==> src/apcl_pkg.sv <==
// Constants shared by the audio port clocking, companding and loopback block.
// Assumes a 25 MHz system clock and an APB register bus with 32-bit data.
package apcl_pkg;

	// Printed register indices; byte address is four times the index
	localparam logic [5:0] IDX_CTRL0 = 6'h18;
	localparam logic [5:0] IDX_CTRL1 = 6'h19;
	localparam logic [5:0] IDX_BCDIV = 6'h1a;
	localparam logic [5:0] IDX_RATE = 6'h1b;
	localparam logic [5:0] IDX_PORT = 6'h1c;
	localparam logic [7:0] ADDR_CTRL0 = {IDX_CTRL0, 2'b00};
	localparam logic [7:0] ADDR_CTRL1 = {IDX_CTRL1, 2'b00};
	localparam logic [7:0] ADDR_BCDIV = {IDX_BCDIV, 2'b00};
	localparam logic [7:0] ADDR_RATE = {IDX_RATE, 2'b00};
	localparam logic [7:0] ADDR_PORT = {IDX_PORT, 2'b00};

	// Writable masks and reset values
	localparam logic [15:0] CTRL0_MASK = 16'h19ff;
	localparam logic [15:0] CTRL0_RESET = 16'h0050;
	localparam logic [15:0] CTRL1_MASK = 16'h3edf;
	localparam logic [15:0] CTRL1_RESET = 16'h0002;
	localparam logic [15:0] BCDIV_MASK = 16'h001f;
	localparam logic [15:0] BCDIV_RESET = 16'h0008;
	localparam logic [15:0] RATE_MASK = 16'h07ff;
	localparam logic [15:0] RATE_RESET = 16'h0022;
	localparam logic [15:0] PORT_MASK = 16'h00f7;
	localparam logic [15:0] PORT_RESET = 16'h0010;

	// Field positions
	localparam int CTRL0_LOOPBACK = 8;
	localparam int CTRL0_TX_COMP = 3;
	localparam int CTRL0_TX_TYPE = 2;
	localparam int CTRL0_RX_COMP = 1;
	localparam int CTRL0_RX_TYPE = 0;
	localparam int CTRL1_FRAME_DIR = 9;
	localparam int CTRL1_BIT_DIR = 6;
	localparam int CTRL1_DSP_B = 4;
	localparam int CTRL1_WL_LO = 2;
	localparam int PORT_ADC_EN = 0;
	localparam int PORT_DAC_EN = 1;
	localparam int PORT_SIDETONE = 2;
	localparam int PORT_FN_LO = 4;
	localparam int PORT_ST_BIT = 8;
	localparam int PORT_ST_FRAME = 9;
	localparam int PORT_ST_EIGHT = 10;

	// Pin synchroniser lanes
	localparam int SYN_MCLK = 0;
	localparam int SYN_BCLK = 1;
	localparam int SYN_FRAME = 2;
	localparam int SYN_SDATA = 3;

	localparam logic [3:0] PIN_FN_BITCLK = 4'h1;
	localparam logic [10:0] FRAME_RATE_MIN = 11'h008;
	localparam logic [10:0] BIT_RATIO_DEFAULT = 11'h008;

	// Bit clock ratio per divider code; zero marks a reserved code
	localparam logic [5:0] BIT_RATIO [32] = '{
		6'h01, 6'h00, 6'h02, 6'h03, 6'h04, 6'h05, 6'h00, 6'h06,
		6'h08, 6'h0a, 6'h00, 6'h0c, 6'h10, 6'h14, 6'h16, 6'h18,
		6'h00, 6'h1e, 6'h20, 6'h2c, 6'h30, 6'h00, 6'h00, 6'h00,
		6'h00, 6'h00, 6'h00, 6'h00, 6'h00, 6'h00, 6'h00, 6'h00};

	typedef enum logic [2:0] {
		SER_IDLE = 3'b001,
		SER_ALIGN = 3'b010,
		SER_SHIFT = 3'b100
	} apcl_ser_t;

endpackage

==> src/apcl_clkdiv.sv <==
// Integer clock divider producing a level that advances on each tick.
// Assumes ratio is at least 2; the caller clamps it.
`timescale 1ns/1ns
`default_nettype none
module apcl_clkdiv (
	input wire logic clock,
	input wire logic reset_n,
	input wire logic run,
	input wire logic tick,
	input wire logic [10:0] ratio,
	output logic level
);
	typedef struct packed {
		logic [10:0] cnt;
		logic lvl;
	} apcl_div_t;

	apcl_div_t r;
	apcl_div_t n;
	logic [10:0] half;

	always_comb begin
		n = r;
		half = ratio >> 1;
		if (!run) begin
			n.cnt = 11'h000;
			n.lvl = 1'b0;
		end else if (tick) begin
			if (r.cnt >= ratio - 11'h001) begin
				n.cnt = 11'h000;
				n.lvl = 1'b1;
			end else begin
				n.cnt = r.cnt + 11'h001;
				// Even ratios give equal high and low halves
				if (r.cnt + 11'h001 == half) begin
					n.lvl = 1'b0;
				end
			end
		end
	end

	always_ff @(posedge clock or negedge reset_n) begin
		if (!reset_n) begin
			r <= '0;
		end else begin
			r <= n;
		end
	end

	assign level = r.lvl;
endmodule // apcl_clkdiv
`default_nettype wire

==> src/apcl_compand.sv <==
// Combinational 8-bit mu-law and A-law compressor and expander.
// Assumes linear samples are 24-bit two's complement, left aligned.
`timescale 1ns/1ns
`default_nettype none
module apcl_compand (
	input wire logic [23:0] txLinear,
	input wire logic txCompEn,
	input wire logic txAlaw,
	output logic [7:0] txByte,
	input wire logic [7:0] rxByte,
	input wire logic rxCompEn,
	input wire logic rxAlaw,
	output logic [23:0] rxLinear
);
	function automatic logic [7:0] muEnc(input logic [13:0] x);
		logic neg;
		logic [12:0] mag;
		logic [13:0] b;
		logic [2:0] e;
		logic [3:0] m;
		neg = x[13];
		mag = neg ? ~x[12:0] : x[12:0];
		if (mag > 13'h1fde) begin
			mag = 13'h1fde;
		end
		b = {1'b0, mag} + 14'h0021;
		e = 3'h0;
		for (int i = 5; i < 13; i++) begin
			if (b[i]) begin
				e = 3'(i - 5);
			end
		end
		m = 4'(b >> ({1'b0, e} + 4'h1));
		return ~{neg, e, m};
	endfunction

	function automatic logic [13:0] muDec(input logic [7:0] c);
		logic [7:0] raw;
		logic [13:0] t;
		raw = ~c;
		t = ({9'h000, raw[3:0], 1'b0} + 14'h0021) << raw[6:4];
		t = t - 14'h0021;
		return raw[7] ? ~t : t;
	endfunction

	function automatic logic [7:0] aEnc(input logic [12:0] x);
		logic neg;
		logic [11:0] mag;
		logic [2:0] e;
		logic [3:0] m;
		neg = x[12];
		mag = neg ? ~x[11:0] : x[11:0];
		e = 3'h0;
		for (int i = 5; i < 12; i++) begin
			if (mag[i]) begin
				e = 3'(i - 4);
			end
		end
		m = (e == 3'h0) ? 4'(mag >> 1) : 4'(mag >> e);
		return {~neg, e, m} ^ 8'h55;
	endfunction

	function automatic logic [12:0] aDec(input logic [7:0] c);
		logic [7:0] raw;
		logic [11:0] t;
		raw = c ^ 8'h55;
		if (raw[6:4] == 3'h0) begin
			t = {7'h00, raw[3:0], 1'b1};
		end else begin
			t = ({7'h00, raw[3:0], 1'b1} + 12'h020) << (raw[6:4] - 3'h1);
		end
		return raw[7] ? {1'b0, t} : ~{1'b0, t};
	endfunction

	// Sign bit 7, exponent 6:4, mantissa 3:0; laws work on top bits
	always_comb begin
		if (!txCompEn) begin
			txByte = txLinear[23:16];
		end else if (txAlaw) begin
			txByte = aEnc(txLinear[23:11]);
		end else begin
			txByte = muEnc(txLinear[23:10]);
		end
	end

	always_comb begin
		if (!rxCompEn) begin
			rxLinear = {rxByte, 16'h0000};
		end else if (rxAlaw) begin
			rxLinear = {aDec(rxByte), 11'h000};
		end else begin
			rxLinear = {muDec(rxByte), 10'h000};
		end
	end
endmodule // apcl_compand
`default_nettype wire

==> src/apcl_top.sv <==
// Audio serial port clock direction and rate logic, companding and loopback.
// Assumes a 25 MHz system clock, an APB master, and a DSP-style serial frame.
//
// Contract
// - Bit clock and frame clock direction are chosen independently.
// - Master clocks run only while an ADC or DAC channel is enabled.
// - In slave mode clock drivers are off; the partner drives both clocks.
// - Bit clock input with pin function not one uses the master clock input.
// - Output bit clock comes from the system clock divider; input ignores it.
// - Five-bit divider code maps to fixed ratios; reserved codes; reset divide by 8.
// - Output frame clock is derived from the bit clock, internal or external.
// - Frame clock equals bit clock over the 11-bit rate, 8 to 2047, reset 34.
// - Equal high and low frame clock halves needed only for even rates.
// - Frame rate field is ignored when the frame clock is an input.
// - Separate compand enable and type for transmit and receive; 0 mu, 1 A.
// - Piecewise mu-law and A-law map 13 or 12 bit magnitudes to bytes.
// - Invert all code bits for mu-law, even bits for A-law, both ways.
// - The companded byte sits in the top eight bits of the serial word.
// - Byte holds sign in bit 7, exponent 6 to 4, mantissa 3 to 0.
// - Any compand enable forces 8-bit samples, frames as short as 8 bits.
// - DSP mode B carries back-to-back 8-bit words every 8 bit clocks.
// - Type bits without enables give plain linear 8-bit samples.
// - Loopback routes ADC data into the DAC path and ignores receive data.
// - Sidetone keeps being added to DAC data during loopback.
// - Mode B MSB valid on first bit rise after frame rise, mode A second.
//
// Our own choice: the APB slave port.
`timescale 1ns/1ns
`default_nettype none
module apcl_top (
	input wire logic clock,
	input wire logic reset_n,
	input wire logic [7:0] paddr,
	input wire logic psel,
	input wire logic penable,
	input wire logic pwrite,
	input wire logic [31:0] pwdata,
	output logic [31:0] prdata,
	output logic pready,
	output logic pslverr,
	input wire logic masterClockIn,
	input wire logic bitClockIn,
	output logic bitClockOut,
	output logic bitClockOe_n,
	input wire logic frameClockIn,
	output logic frameClockOut,
	output logic frameClockOe_n,
	input wire logic serialReceiveData,
	output logic serialTransmitData,
	input wire logic [23:0] adcSample,
	input wire logic adcValid,
	input wire logic [23:0] sidetoneSample,
	output logic [23:0] dacSample,
	output logic dacValid
);
	typedef struct packed {
		logic [15:0] ctrl0;
		logic [15:0] ctrl1;
		logic [15:0] bcdiv;
		logic [15:0] rate;
		logic [15:0] port;
		logic [31:0] prdata;
		logic pready;
		logic pslverr;
		logic [3:0] syncA;
		logic [3:0] syncB;
		logic bitPrev;
		logic framePrev;
		apcl_pkg::apcl_ser_t ser;
		logic [1:0] align;
		logic [5:0] bitCnt;
		logic [31:0] txShift;
		logic [31:0] rxShift;
		logic sdout;
		logic [23:0] adcHeld;
		logic [23:0] dac;
		logic dacValid;
		logic bitOe_n;
		logic frameOe_n;
	} apcl_state_t;

	apcl_state_t r;
	apcl_state_t n;

	logic dirBit;
	logic dirFrame;
	logic modeB;
	logic chanOn;
	logic eightBit;
	logic loopback;
	logic [5:0] wordLen;
	logic [5:0] codeRatio;
	logic [10:0] bitRatio;
	logic [10:0] frameRatio;
	logic bitRun;
	logic frameRun;
	logic bitGenLvl;
	logic frameGenLvl;
	logic bitLvl;
	logic frameLvl;
	logic bitRise;
	logic bitFall;
	logic frameRise;
	logic [31:0] rxNew;
	logic [31:0] rxAligned;
	logic [7:0] txByte;
	logic [23:0] rxExpanded;
	logic [23:0] rxLinear;
	logic rxDone;
	logic setup;
	logic access;
	logic [15:0] rdVal;
	logic miss;

	function automatic logic [23:0] satAdd(input logic [23:0] a, input logic [23:0] b);
		logic [24:0] s;
		s = {a[23], a} + {b[23], b};
		if (s[24] != s[23]) begin
			return s[24] ? 24'h80_0000 : 24'h7f_ffff;
		end
		return s[23:0];
	endfunction

	apcl_clkdiv u_bitDiv (
		.clock(clock),
		.reset_n(reset_n),
		.run(bitRun),
		.tick(1'b1),
		.ratio(bitRatio),
		.level(bitGenLvl)
	);

	apcl_clkdiv u_frameDiv (
		.clock(clock),
		.reset_n(reset_n),
		.run(frameRun),
		.tick(bitRise),
		.ratio(frameRatio),
		.level(frameGenLvl)
	);

	apcl_compand u_compand (
		.txLinear(r.adcHeld),
		.txCompEn(r.ctrl0[apcl_pkg::CTRL0_TX_COMP]),
		.txAlaw(r.ctrl0[apcl_pkg::CTRL0_TX_TYPE]),
		.txByte(txByte),
		.rxByte(rxAligned[31:24]),
		.rxCompEn(r.ctrl0[apcl_pkg::CTRL0_RX_COMP]),
		.rxAlaw(r.ctrl0[apcl_pkg::CTRL0_RX_TYPE]),
		.rxLinear(rxExpanded)
	);

	// Clock configuration
	always_comb begin
		dirBit = r.ctrl1[apcl_pkg::CTRL1_BIT_DIR];
		dirFrame = r.ctrl1[apcl_pkg::CTRL1_FRAME_DIR];
		modeB = r.ctrl1[apcl_pkg::CTRL1_DSP_B];
		loopback = r.ctrl0[apcl_pkg::CTRL0_LOOPBACK];
		chanOn = r.port[apcl_pkg::PORT_ADC_EN] | r.port[apcl_pkg::PORT_DAC_EN];
		eightBit = r.ctrl0[apcl_pkg::CTRL0_TX_COMP] | r.ctrl0[apcl_pkg::CTRL0_RX_COMP]
			| r.ctrl0[apcl_pkg::CTRL0_TX_TYPE] | r.ctrl0[apcl_pkg::CTRL0_RX_TYPE];
		if (eightBit) begin
			wordLen = 6'h08;
		end else begin
			case (r.ctrl1[apcl_pkg::CTRL1_WL_LO +: 2])
				2'b00: wordLen = 6'h10;
				2'b01: wordLen = 6'h14;
				2'b10: wordLen = 6'h18;
				default: wordLen = 6'h20;
			endcase
		end
		codeRatio = apcl_pkg::BIT_RATIO[r.bcdiv[4:0]];
		// Reserved codes fall back to the reset ratio; divide by one runs at half rate
		if (codeRatio == 6'h00) begin
			bitRatio = apcl_pkg::BIT_RATIO_DEFAULT;
		end else if (codeRatio == 6'h01) begin
			bitRatio = 11'h002;
		end else begin
			bitRatio = {5'h00, codeRatio};
		end
		if (r.rate[10:0] < apcl_pkg::FRAME_RATE_MIN) begin
			frameRatio = apcl_pkg::FRAME_RATE_MIN;
		end else begin
			frameRatio = r.rate[10:0];
		end
		bitRun = dirBit & chanOn;
		frameRun = dirFrame & chanOn;
		if (dirBit) begin
			bitLvl = bitGenLvl;
		end else if (r.port[apcl_pkg::PORT_FN_LO +: 4] != apcl_pkg::PIN_FN_BITCLK) begin
			bitLvl = r.syncB[apcl_pkg::SYN_MCLK];
		end else begin
			bitLvl = r.syncB[apcl_pkg::SYN_BCLK];
		end
		frameLvl = dirFrame ? frameGenLvl : r.syncB[apcl_pkg::SYN_FRAME];
		bitRise = bitLvl & ~r.bitPrev;
		bitFall = ~bitLvl & r.bitPrev;
		frameRise = frameLvl & ~r.framePrev;
		rxNew = {r.rxShift[30:0], r.syncB[apcl_pkg::SYN_SDATA]};
		rxAligned = rxNew << (6'h20 - wordLen);
		rxLinear = eightBit ? rxExpanded : rxAligned[31:8];
	end

	// Register decode for the setup phase
	always_comb begin
		rdVal = 16'h0000;
		miss = 1'b0;
		if (paddr == apcl_pkg::ADDR_CTRL0) begin
			rdVal = r.ctrl0;
		end else if (paddr == apcl_pkg::ADDR_CTRL1) begin
			rdVal = r.ctrl1;
		end else if (paddr == apcl_pkg::ADDR_BCDIV) begin
			rdVal = r.bcdiv;
		end else if (paddr == apcl_pkg::ADDR_RATE) begin
			rdVal = r.rate;
		end else if (paddr == apcl_pkg::ADDR_PORT) begin
			rdVal = r.port;
			rdVal[apcl_pkg::PORT_ST_BIT] = bitRun;
			rdVal[apcl_pkg::PORT_ST_FRAME] = frameRun;
			rdVal[apcl_pkg::PORT_ST_EIGHT] = eightBit;
		end else begin
			miss = 1'b1;
		end
	end

	always_comb begin
		n = r;
		setup = psel & ~penable;
		access = psel & penable & r.pready;
		rxDone = 1'b0;

		// Bus slave: one wait-free access phase, answer prepared at setup
		n.pready = setup;
		n.pslverr = setup & miss;
		if (setup) begin
			n.prdata = {16'h0000, rdVal};
		end
		if (access && pwrite && !r.pslverr) begin
			if (paddr == apcl_pkg::ADDR_CTRL0) begin
				n.ctrl0 = pwdata[15:0] & apcl_pkg::CTRL0_MASK;
			end else if (paddr == apcl_pkg::ADDR_CTRL1) begin
				n.ctrl1 = pwdata[15:0] & apcl_pkg::CTRL1_MASK;
			end else if (paddr == apcl_pkg::ADDR_BCDIV) begin
				n.bcdiv = pwdata[15:0] & apcl_pkg::BCDIV_MASK;
			end else if (paddr == apcl_pkg::ADDR_RATE) begin
				n.rate = pwdata[15:0] & apcl_pkg::RATE_MASK;
			end else if (paddr == apcl_pkg::ADDR_PORT) begin
				n.port = pwdata[15:0] & apcl_pkg::PORT_MASK;
			end
		end

		// Pins pass two flops before use
		n.syncA = {serialReceiveData, frameClockIn, bitClockIn, masterClockIn};
		n.syncB = r.syncA;
		n.bitPrev = bitLvl;
		n.framePrev = frameLvl;
		n.bitOe_n = ~dirBit;
		n.frameOe_n = ~dirFrame;

		if (adcValid) begin
			n.adcHeld = adcSample;
		end

		// Serial word engine, DSP-style framing
		case (r.ser)
			apcl_pkg::SER_IDLE: begin
				if (frameRise) begin
					n.ser = apcl_pkg::SER_ALIGN;
					n.align = modeB ? 2'h1 : 2'h2;
				end
			end
			apcl_pkg::SER_ALIGN: begin
				if (bitFall) begin
					if (r.align == 2'h1) begin
						// Eight-bit word carries the byte in its top bits
						n.txShift = eightBit ? {txByte, 24'h00_0000} : {r.adcHeld, 8'h00};
						n.sdout = eightBit ? txByte[7] : r.adcHeld[23];
						n.bitCnt = 6'h00;
						n.ser = apcl_pkg::SER_SHIFT;
					end else begin
						n.align = r.align - 2'h1;
					end
				end
			end
			apcl_pkg::SER_SHIFT: begin
				if (frameRise) begin
					// Early frame resynchronises rather than corrupting the next word
					n.ser = apcl_pkg::SER_ALIGN;
					n.align = modeB ? 2'h1 : 2'h2;
				end else if (bitRise) begin
					n.rxShift = rxNew;
					n.bitCnt = r.bitCnt + 6'h01;
					if (r.bitCnt + 6'h01 == wordLen) begin
						rxDone = 1'b1;
						n.ser = apcl_pkg::SER_IDLE;
					end
				end else if (bitFall) begin
					n.txShift = {r.txShift[30:0], 1'b0};
					n.sdout = r.txShift[30];
				end
			end
			default: begin
				n.ser = apcl_pkg::SER_IDLE;
			end
		endcase

		// DAC path: serial data or looped-back ADC data, sidetone on top
		n.dacValid = 1'b0;
		if (loopback) begin
			if (adcValid) begin
				n.dac = r.port[apcl_pkg::PORT_SIDETONE]
					? satAdd(adcSample, sidetoneSample) : adcSample;
				n.dacValid = 1'b1;
			end
		end else if (rxDone) begin
			n.dac = r.port[apcl_pkg::PORT_SIDETONE]
				? satAdd(rxLinear, sidetoneSample) : rxLinear;
			n.dacValid = 1'b1;
		end
	end

	always_ff @(posedge clock or negedge reset_n) begin
		if (!reset_n) begin
			r <= '0;
			r.ctrl0 <= apcl_pkg::CTRL0_RESET;
			r.ctrl1 <= apcl_pkg::CTRL1_RESET;
			r.bcdiv <= apcl_pkg::BCDIV_RESET;
			r.rate <= apcl_pkg::RATE_RESET;
			r.port <= apcl_pkg::PORT_RESET;
			r.ser <= apcl_pkg::SER_IDLE;
			r.bitOe_n <= 1'b1;
			r.frameOe_n <= 1'b1;
		end else begin
			r <= n;
		end
	end

	assign prdata = r.prdata;
	assign pready = r.pready;
	assign pslverr = r.pslverr;
	assign bitClockOut = bitGenLvl;
	assign bitClockOe_n = r.bitOe_n;
	assign frameClockOut = frameGenLvl;
	assign frameClockOe_n = r.frameOe_n;
	assign serialTransmitData = r.sdout;
	assign dacSample = r.dac;
	assign dacValid = r.dacValid;
endmodule // apcl_top
`default_nettype wire

==> config.mk <==
export PLATFORM = sky130hd
export DESIGN_NAME = apcl_top
export DESIGN_NICKNAME = d
export VERILOG_FILES = /design/src/apcl_pkg.sv /design/src/apcl_clkdiv.sv /design/src/apcl_compand.sv /design/src/apcl_top.sv
export SDC_FILE = /design/constraint.sdc
export NUM_CORES = 1
export LEC_CHECK = 0
export BUFFER_PORTS_ARGS = -buffer_cell sky130_fd_sc_hd__buf_2
export CORE_MARGIN = 2
export CORE_UTILIZATION = 50
export DETAILED_ROUTE_END_ITERATION = 8
export PLACE_DENSITY = 0.76
export SYNTH_ARGS = -nofsm -noshare
export SYNTH_HDL_FRONTEND = slang
export SYNTH_SLANG_ARGS = --single-unit
export TNS_END_PERCENT = 5
==> constraint.sdc <==
create_clock -name clock -period 7.29 [get_ports clock]
set_input_delay 0.729 -clock clock [delete_from_list [all_inputs] [get_ports clock]]
set_output_delay 0.729 -clock clock [all_outputs]
set_load 0.03 [all_outputs]
* After elaboration in Yosys (flattened, before gate mapping)
Memory sizes are Yosys's and may differ from the RTL's. Cells that the tools add are included. W data, S select, Z words.
Word-level totals: flip-flop bits (word level) 224, bits in read-only memories 192, output and inout bits 64, memories 1
Operators by class: add/sub/neg operators 15, order comparisons 5, eq/ne operators 33, shift operators 5, mux-type cells 107, bitwise gates (word level) 34, reductions and logical operators 22
Memory list:
- (no name shown) | words 32, bits a word 6, read ports 1, clocked after Yosys merged registers in 0, write ports 0, RTL line apcl_top.sv:172 | codeRatio = apcl_pkg::BIT_RATIO[r.bcdiv[4:0]];
Operators by type and width (count):
- $mux W24 | 11
- $mux W32 | 4
- $mux W12 | 9
- $pmux W38 S2 | 1
- $mux W25 | 3
- $mux W71 | 1
- $mux W13 | 5
- $add A24 B24 Y25 | 2
- $mux W3 | 16
- $mux W11 | 4
- $mux W43 | 1
- $mux W14 | 3
- $eq A8 B7 Y1 const B | 5
- $mux W38 | 1
- $mux W6 | 6
- $shl A32 B6 Y32 | 1
- $mux W1 | 27
- $add A11 B1 Y11 const B | 2
- $ge A11 B11 Y1 | 2
- $ne A2 B2 Y1 const B | 11
- $reduce_and A5 Y1 | 4
- $pmux W6 S3 | 1
- $mux W8 | 2
- $not A8 Y8 | 2
- other kinds (55) | 97

* Longest topological paths before layout
depth after elaboration 26, gate-level depth with buffers 27, mapped depth without buffers 23

* Modules after synthesis
A second synthesis with hierarchy kept.
Unflattened totals: cell total of the unflattened synthesis 2271, area total of the unflattened synthesis 18806.8 um2
Modules (own cells, without submodules):
- apcl_top | times used 1, cells an instance 1465, area an instance 12972.4 um2, sequential area each 4917.2 um2
- apcl_compand | times used 1, cells an instance 482, area an instance 3184.3 um2, sequential area each 0.0 um2
- apcl_clkdiv (u_frameDiv) | times used 1, cells an instance 169, area an instance 1335.0 um2, sequential area each 300.3 um2
- apcl_clkdiv (u_bitDiv) | times used 1, cells an instance 155, area an instance 1315.0 um2, sequential area each 300.3 um2

* Least setup slack after synthesis
Ideal clock, no wire load.
path type register -> register, start register r[221] (netlist name), end register r, in the netlist dacSample[10], library setup time 0.132 ns, arrival 6.065 ns, required time 7.158 ns, slack 1.093 ns, cell stages (with the launch flop) 27, period minus slack after synthesis 6.197 ns, cells stage by stage dfrtp_1 buf_6 mux4_2 mux2_2 buf_6 clkbuf_1 ha_1 clkbuf_1 clkbuf_1 o21ai_0 a32oi_1 o22ai_1 o21ai_0 o31ai_1 xor2_1 a21oi_1 ha_1 a21oi_1 o21ai_0 a21o_1 a21o_1 a2111oi_0 o22ai_1 o31ai_1 clkbuf_1 a211o_1 nand3_1
On the way: longest elaborated chain between the ends 25
RTL lines:
- from (decl) | RTL line apcl_top.sv:82 | apcl_state_t r;
- from (signal assigned) | RTL line apcl_top.sv:334 | r <= n;
- $eq A2 B2 Y1 (tied with other cells) | RTL line apcl_top.sv:165 | case (r.ctrl1[apcl_pkg::CTRL1_WL_LO +: 2])
- $pmux W6 S3 * | RTL line apcl_top.sv:165
- $mux W6 * | RTL line apcl_top.sv:162 | if (eightBit) begin
- parallel branches: the longest is 22 deep, another holds $add A24 B24 Y25
Every way passes the cells marked *. The select of a mux whose other input is x is not followed. A chain may end at the register's enable or synchronous reset.

* Worst setup path after layout
start register r[221] (netlist name), end register r, in the netlist dacSample[5]
The elaborated chain is that of the path after synthesis.

==> flow_results.org <==
** Routing
- Using the TritonRoute via totals, the vias-per-cell ratio works out to 6.25.
- Starting DRT DRC Count :: 1424
- Dividing the detail-routed wire length by the instance count gives 19.7 um.
- The first detailed-routing pass took 6 iterations.
- The routed layout has 16800 vias.
- Total Wirelength :: 52.8 mm
- Total DRC errors in the routed layout :: 0
- Post-route antenna net violation count :: 0

** Timing
- Final period utilization :: 0.930
- Across the routed clock network, the largest skew measured is 11.1 ps.
- Setup Total Neg Slack :: 0 ps
- Setup slack closes at 509 ps.
- Crit path time final :: 6780 ps
- The number of max-slew violations in the final report is 0.
- The worst pin sits at a relative slew slack of 0.214.
- Final hold slack :: 83.1 ps
- Derived from the worst setup path, the maximum achievable clock frequency is 0.147 GHz.
- The count of final hold-check violations is 0.
- RSZ-0062 raised after global routing :: false
- Worst Max-Slew Pin Slew :: 1180 ps
- Setup violations remaining at the end of the flow were counted as 0.

** Worst setup path
- Data arrives at the worst endpoint at 7260 ps.
- In this run the worst path has a maximum fanout of 24.
- Data on the critical path is required at its endpoint by 7760 ps.
- Crit path kind :: reg2reg
- The worst setup path is launched from a flop.
- The worst setup path is captured at a flop.

** Global route
- Entering global routing, the biggest net connects 161 pins.
- In the global route stage, overall resource usage came out at 0.272.
- The initial antenna violation count was 3.
- Number of global-route vias before repair :: 15700
- After global routing the overflow that remains totals 0.
- The first global-routing pass estimated 84.8 mm of wire.

** CTS
- Number of CTS-inserted buffers :: 27
- Clock latency on the worst-skew pair, taken at its later pin, is 570 ps.
- In this run the number of H-tree levels came out at 1.
- Cts repair resizes :: 0
- CTS tree :: yes
- After clock tree synthesis, the clock-pin slew on the worst setup and hold paths is 60 ps.
- Number of setup buffers added after CTS :: 0
- After clock tree synthesis, the flow added hold-fix buffers numbering 0.
- Count of clock tree sinks :: 220
- Deepest clock path buffer count :: 3
- Root Driver :: sky130_fd_sc_hd__clkbuf_16

** Die
- For this configuration, the core starts out at a cell density of 0.504.
- Row generation in the floorplan step produced 70 rows.
- The die is 196 um tall.
- Die area :: 38300 um2
- Boundary Pins :: 162
- The total area inside the core boundary comes to 36400 um2.
- Die Width :: 196 um

** Logic synthesis
- Share of cell area taken by muxes after synthesis :: 0.0974
- Synthesis handed over a netlist of 2182 instances.
- By instance count, the leading cell after synthesis is sky130_fd_sc_hd__nand2_1.
- Top FF cell, synth :: sky130_fd_sc_hd__dfrtp_1
- Top cell type's share of synthesized area :: 0.286
- Of all cell types, the one taking the most synthesized area is sky130_fd_sc_hd__dfrtp_1.
- Of the total synthesized cell area, the portion taken by full adders, half adders and majority gates is 0.0663.
- In this run, synthesis inferred 0 flip-flops with an integrated enable.
- Area fraction in compound gates after synthesis :: 0.232
- Of the total synthesized cell area, the portion taken by AND, OR, NAND and NOR gates is 0.181.
- By area, the combinational part of the netlist is dominated by compound AO/OA/AOI/OAI gates.
- Top cells by area, synth :: sky130_fd_sc_hd__dfrtp_1 (29%), sky130_fd_sc_hd__nand2_1 (6.0%), sky130_fd_sc_hd__ha_1 (5.9%), sky130_fd_sc_hd__o21ai_0 (4.8%), sky130_fd_sc_hd__mux2_2 (4.5%)
- After synthesis, the share of flip-flops with an asynchronous set or reset is 1.00.
- Post-synthesis instance area :: 18400 um2
- The synthesized netlist contains 102 unique library cells.
- Sorting the synthesized cells by how often they occur yields sky130_fd_sc_hd__nand2_1 (292), sky130_fd_sc_hd__dfrtp_1 (210), sky130_fd_sc_hd__o21ai_0 (178), sky130_fd_sc_hd__nor2_1 (155), sky130_fd_sc_hd__a21oi_1 (115).
- Share of the yosys chip area belonging to registers :: 0.300
- Number of warnings reported in the yosys synthesis log :: 0
- In this run, synthesis produced a sequential element count of 220.
- Of the total synthesized cell area, the portion taken by XOR and XNOR cells is 0.0576.
- Per-instance average area after synthesis :: 8.42 um2

** Power
- Overall power consumption after layout is estimated at 3.26 mW.
- Power spread over the standard cell area amounts to 164 nW/um2.
- Leakage :: 8.76 nW
- Across the VDD grid, the largest voltage drop is 0.175 mV.

** Finish
- The finished layout holds 2684 standard cells, fillers aside.
- The area growth from synthesis to layout is 8.26%.
- In the final layout, the share of cells above drive strength 1 is 0.158.
- After routing the design area is 19900 um2.
- For this run, the post-layout net count is 2381.
- For this run, the share of the core covered by cells in the final layout is 0.546.

** Run
- Max-cap violations in this run came to 0.

** Placement
- Setup WS pre-CTS :: 639 ps
- Placed inst area :: 19000 um2
- The congestion estimate from routability-driven global placement came to 0.958.
- The number of placed instances, taps included, is 2633.
- During placement, the flow inserted port buffers numbering 125.
- The HPWL after detailed placement is 38.8 mm.

** Worst hold path
- The path class of the tightest hold or removal check is in2async.

** Run status
- The run finished with clean final reports.
## power breakdown
part	switching, mW	internal, mW	leakage, nW
Sequential	0.0548	1.24	2.92
Clock	0.561	0.815	0.424
Combinational	0.352	0.233	5.42
## worst max-delay path: stages, from the launching register on
cell and delay, ps:
sky130_fd_sc_hd__dfrtp_2 710, sky130_fd_sc_hd__mux4_2 640, sky130_fd_sc_hd__mux2_2 460, sky130_fd_sc_hd__ha_1 480, sky130_fd_sc_hd__buf_4 240, sky130_fd_sc_hd__nor3_1 90, sky130_fd_sc_hd__a2111oi_0 440, sky130_fd_sc_hd__o22ai_1 220
sky130_fd_sc_hd__mux2i_1 160, sky130_fd_sc_hd__a21oi_1 130, sky130_fd_sc_hd__nand2_1 130, sky130_fd_sc_hd__ha_1 420, sky130_fd_sc_hd__nand3_1 130, sky130_fd_sc_hd__nor3_1 210, sky130_fd_sc_hd__a211o_1 150, sky130_fd_sc_hd__a211oi_1 60
sky130_fd_sc_hd__a21oi_1 330, sky130_fd_sc_hd__nand4_1 190, sky130_fd_sc_hd__o22ai_1 590, sky130_fd_sc_hd__a21oi_1 140, sky130_fd_sc_hd__buf_4 250, sky130_fd_sc_hd__a211o_1 320, sky130_fd_sc_hd__a31oi_1 190
## flip-flops by register name, indices dropped and copies added (netlist names), 4 cells and up
register,cells
r,144
u_bitDiv.r,11
prdata,14
u_frameDiv.r,11
dacSample,24
n,4
## final timing paths
check	from	end	slack, ps	depth (start not counted)
max in group asynchronous	reset_n	r[50]$_DFFE_PN0P_	5900	2
hold / removal	reset_n	u_bitDiv.r[11]$_DFF_PN0_	80	1
setup reg to reg	r[221]$_DFFE_PN0P_	dacSample[5]$_DFFE_PN0P_	510	22
hold reg to reg	n[131]$_DFF_PN0_	r[131]$_DFF_PN0_	340	0
min in group clock	masterClockIn	n[129]$_DFF_PN0_	270	1
setup / recovery	r[221]$_DFFE_PN0P_	dacSample[5]$_DFFE_PN0P_	510	22
## cell usage in the layout, fill, tap and decap left out, drive strengths merged, types with 40 or more instances in the layout
master  Yosys  routed
nand2     292     292
dfrtp     210     210
o21ai     182     182
buf        87     161
nor2      155     155
a21oi     116     116
ha         87      87
mux2       74      74
xnor2      66      66
mux2i      61      61
inv        55      57
xor2       54      54
nor3       53      53
nand3      46      46
a31oi      40      40
## final cells by class
| cell class | instances | area (um2) |
|---|---|---|
| diodes | 2 | 5.00 |
| clock buffers | 35 | 726 |
| clock inverters | 14 | 179 |
| fillers | 3273 | 16500 |
| inverters | 55 | 206 |
| multi-input cells | 1729 | 11800 |
| flip-flops and latches | 220 | 5520 |
| well taps | 468 | 586 |
| repair buffers | 161 | 918 |
## logic make-up (layout without fill, tap and decap cells)
group           Yosys count  after routing
mux                     150            150
fa+ha+maj                98             98
compound gates          634            634
buf+inv                 251            265
other cells               2             22
flops                   220            220
xor+xnor                120            120
simple gates            707            707
## layer usage
layer / routed length, um / track usage / vias up
met2: 24900 / 0.449 / 550
met5: 13 / 0 / -
met3: 3170 / 0.0321 / 99
met4: 1550 / 0.0819 / 2
li1: - / - / 7929
met1: 23200 / 0.376 / 8188
Power figures use the tool's default switching activity.
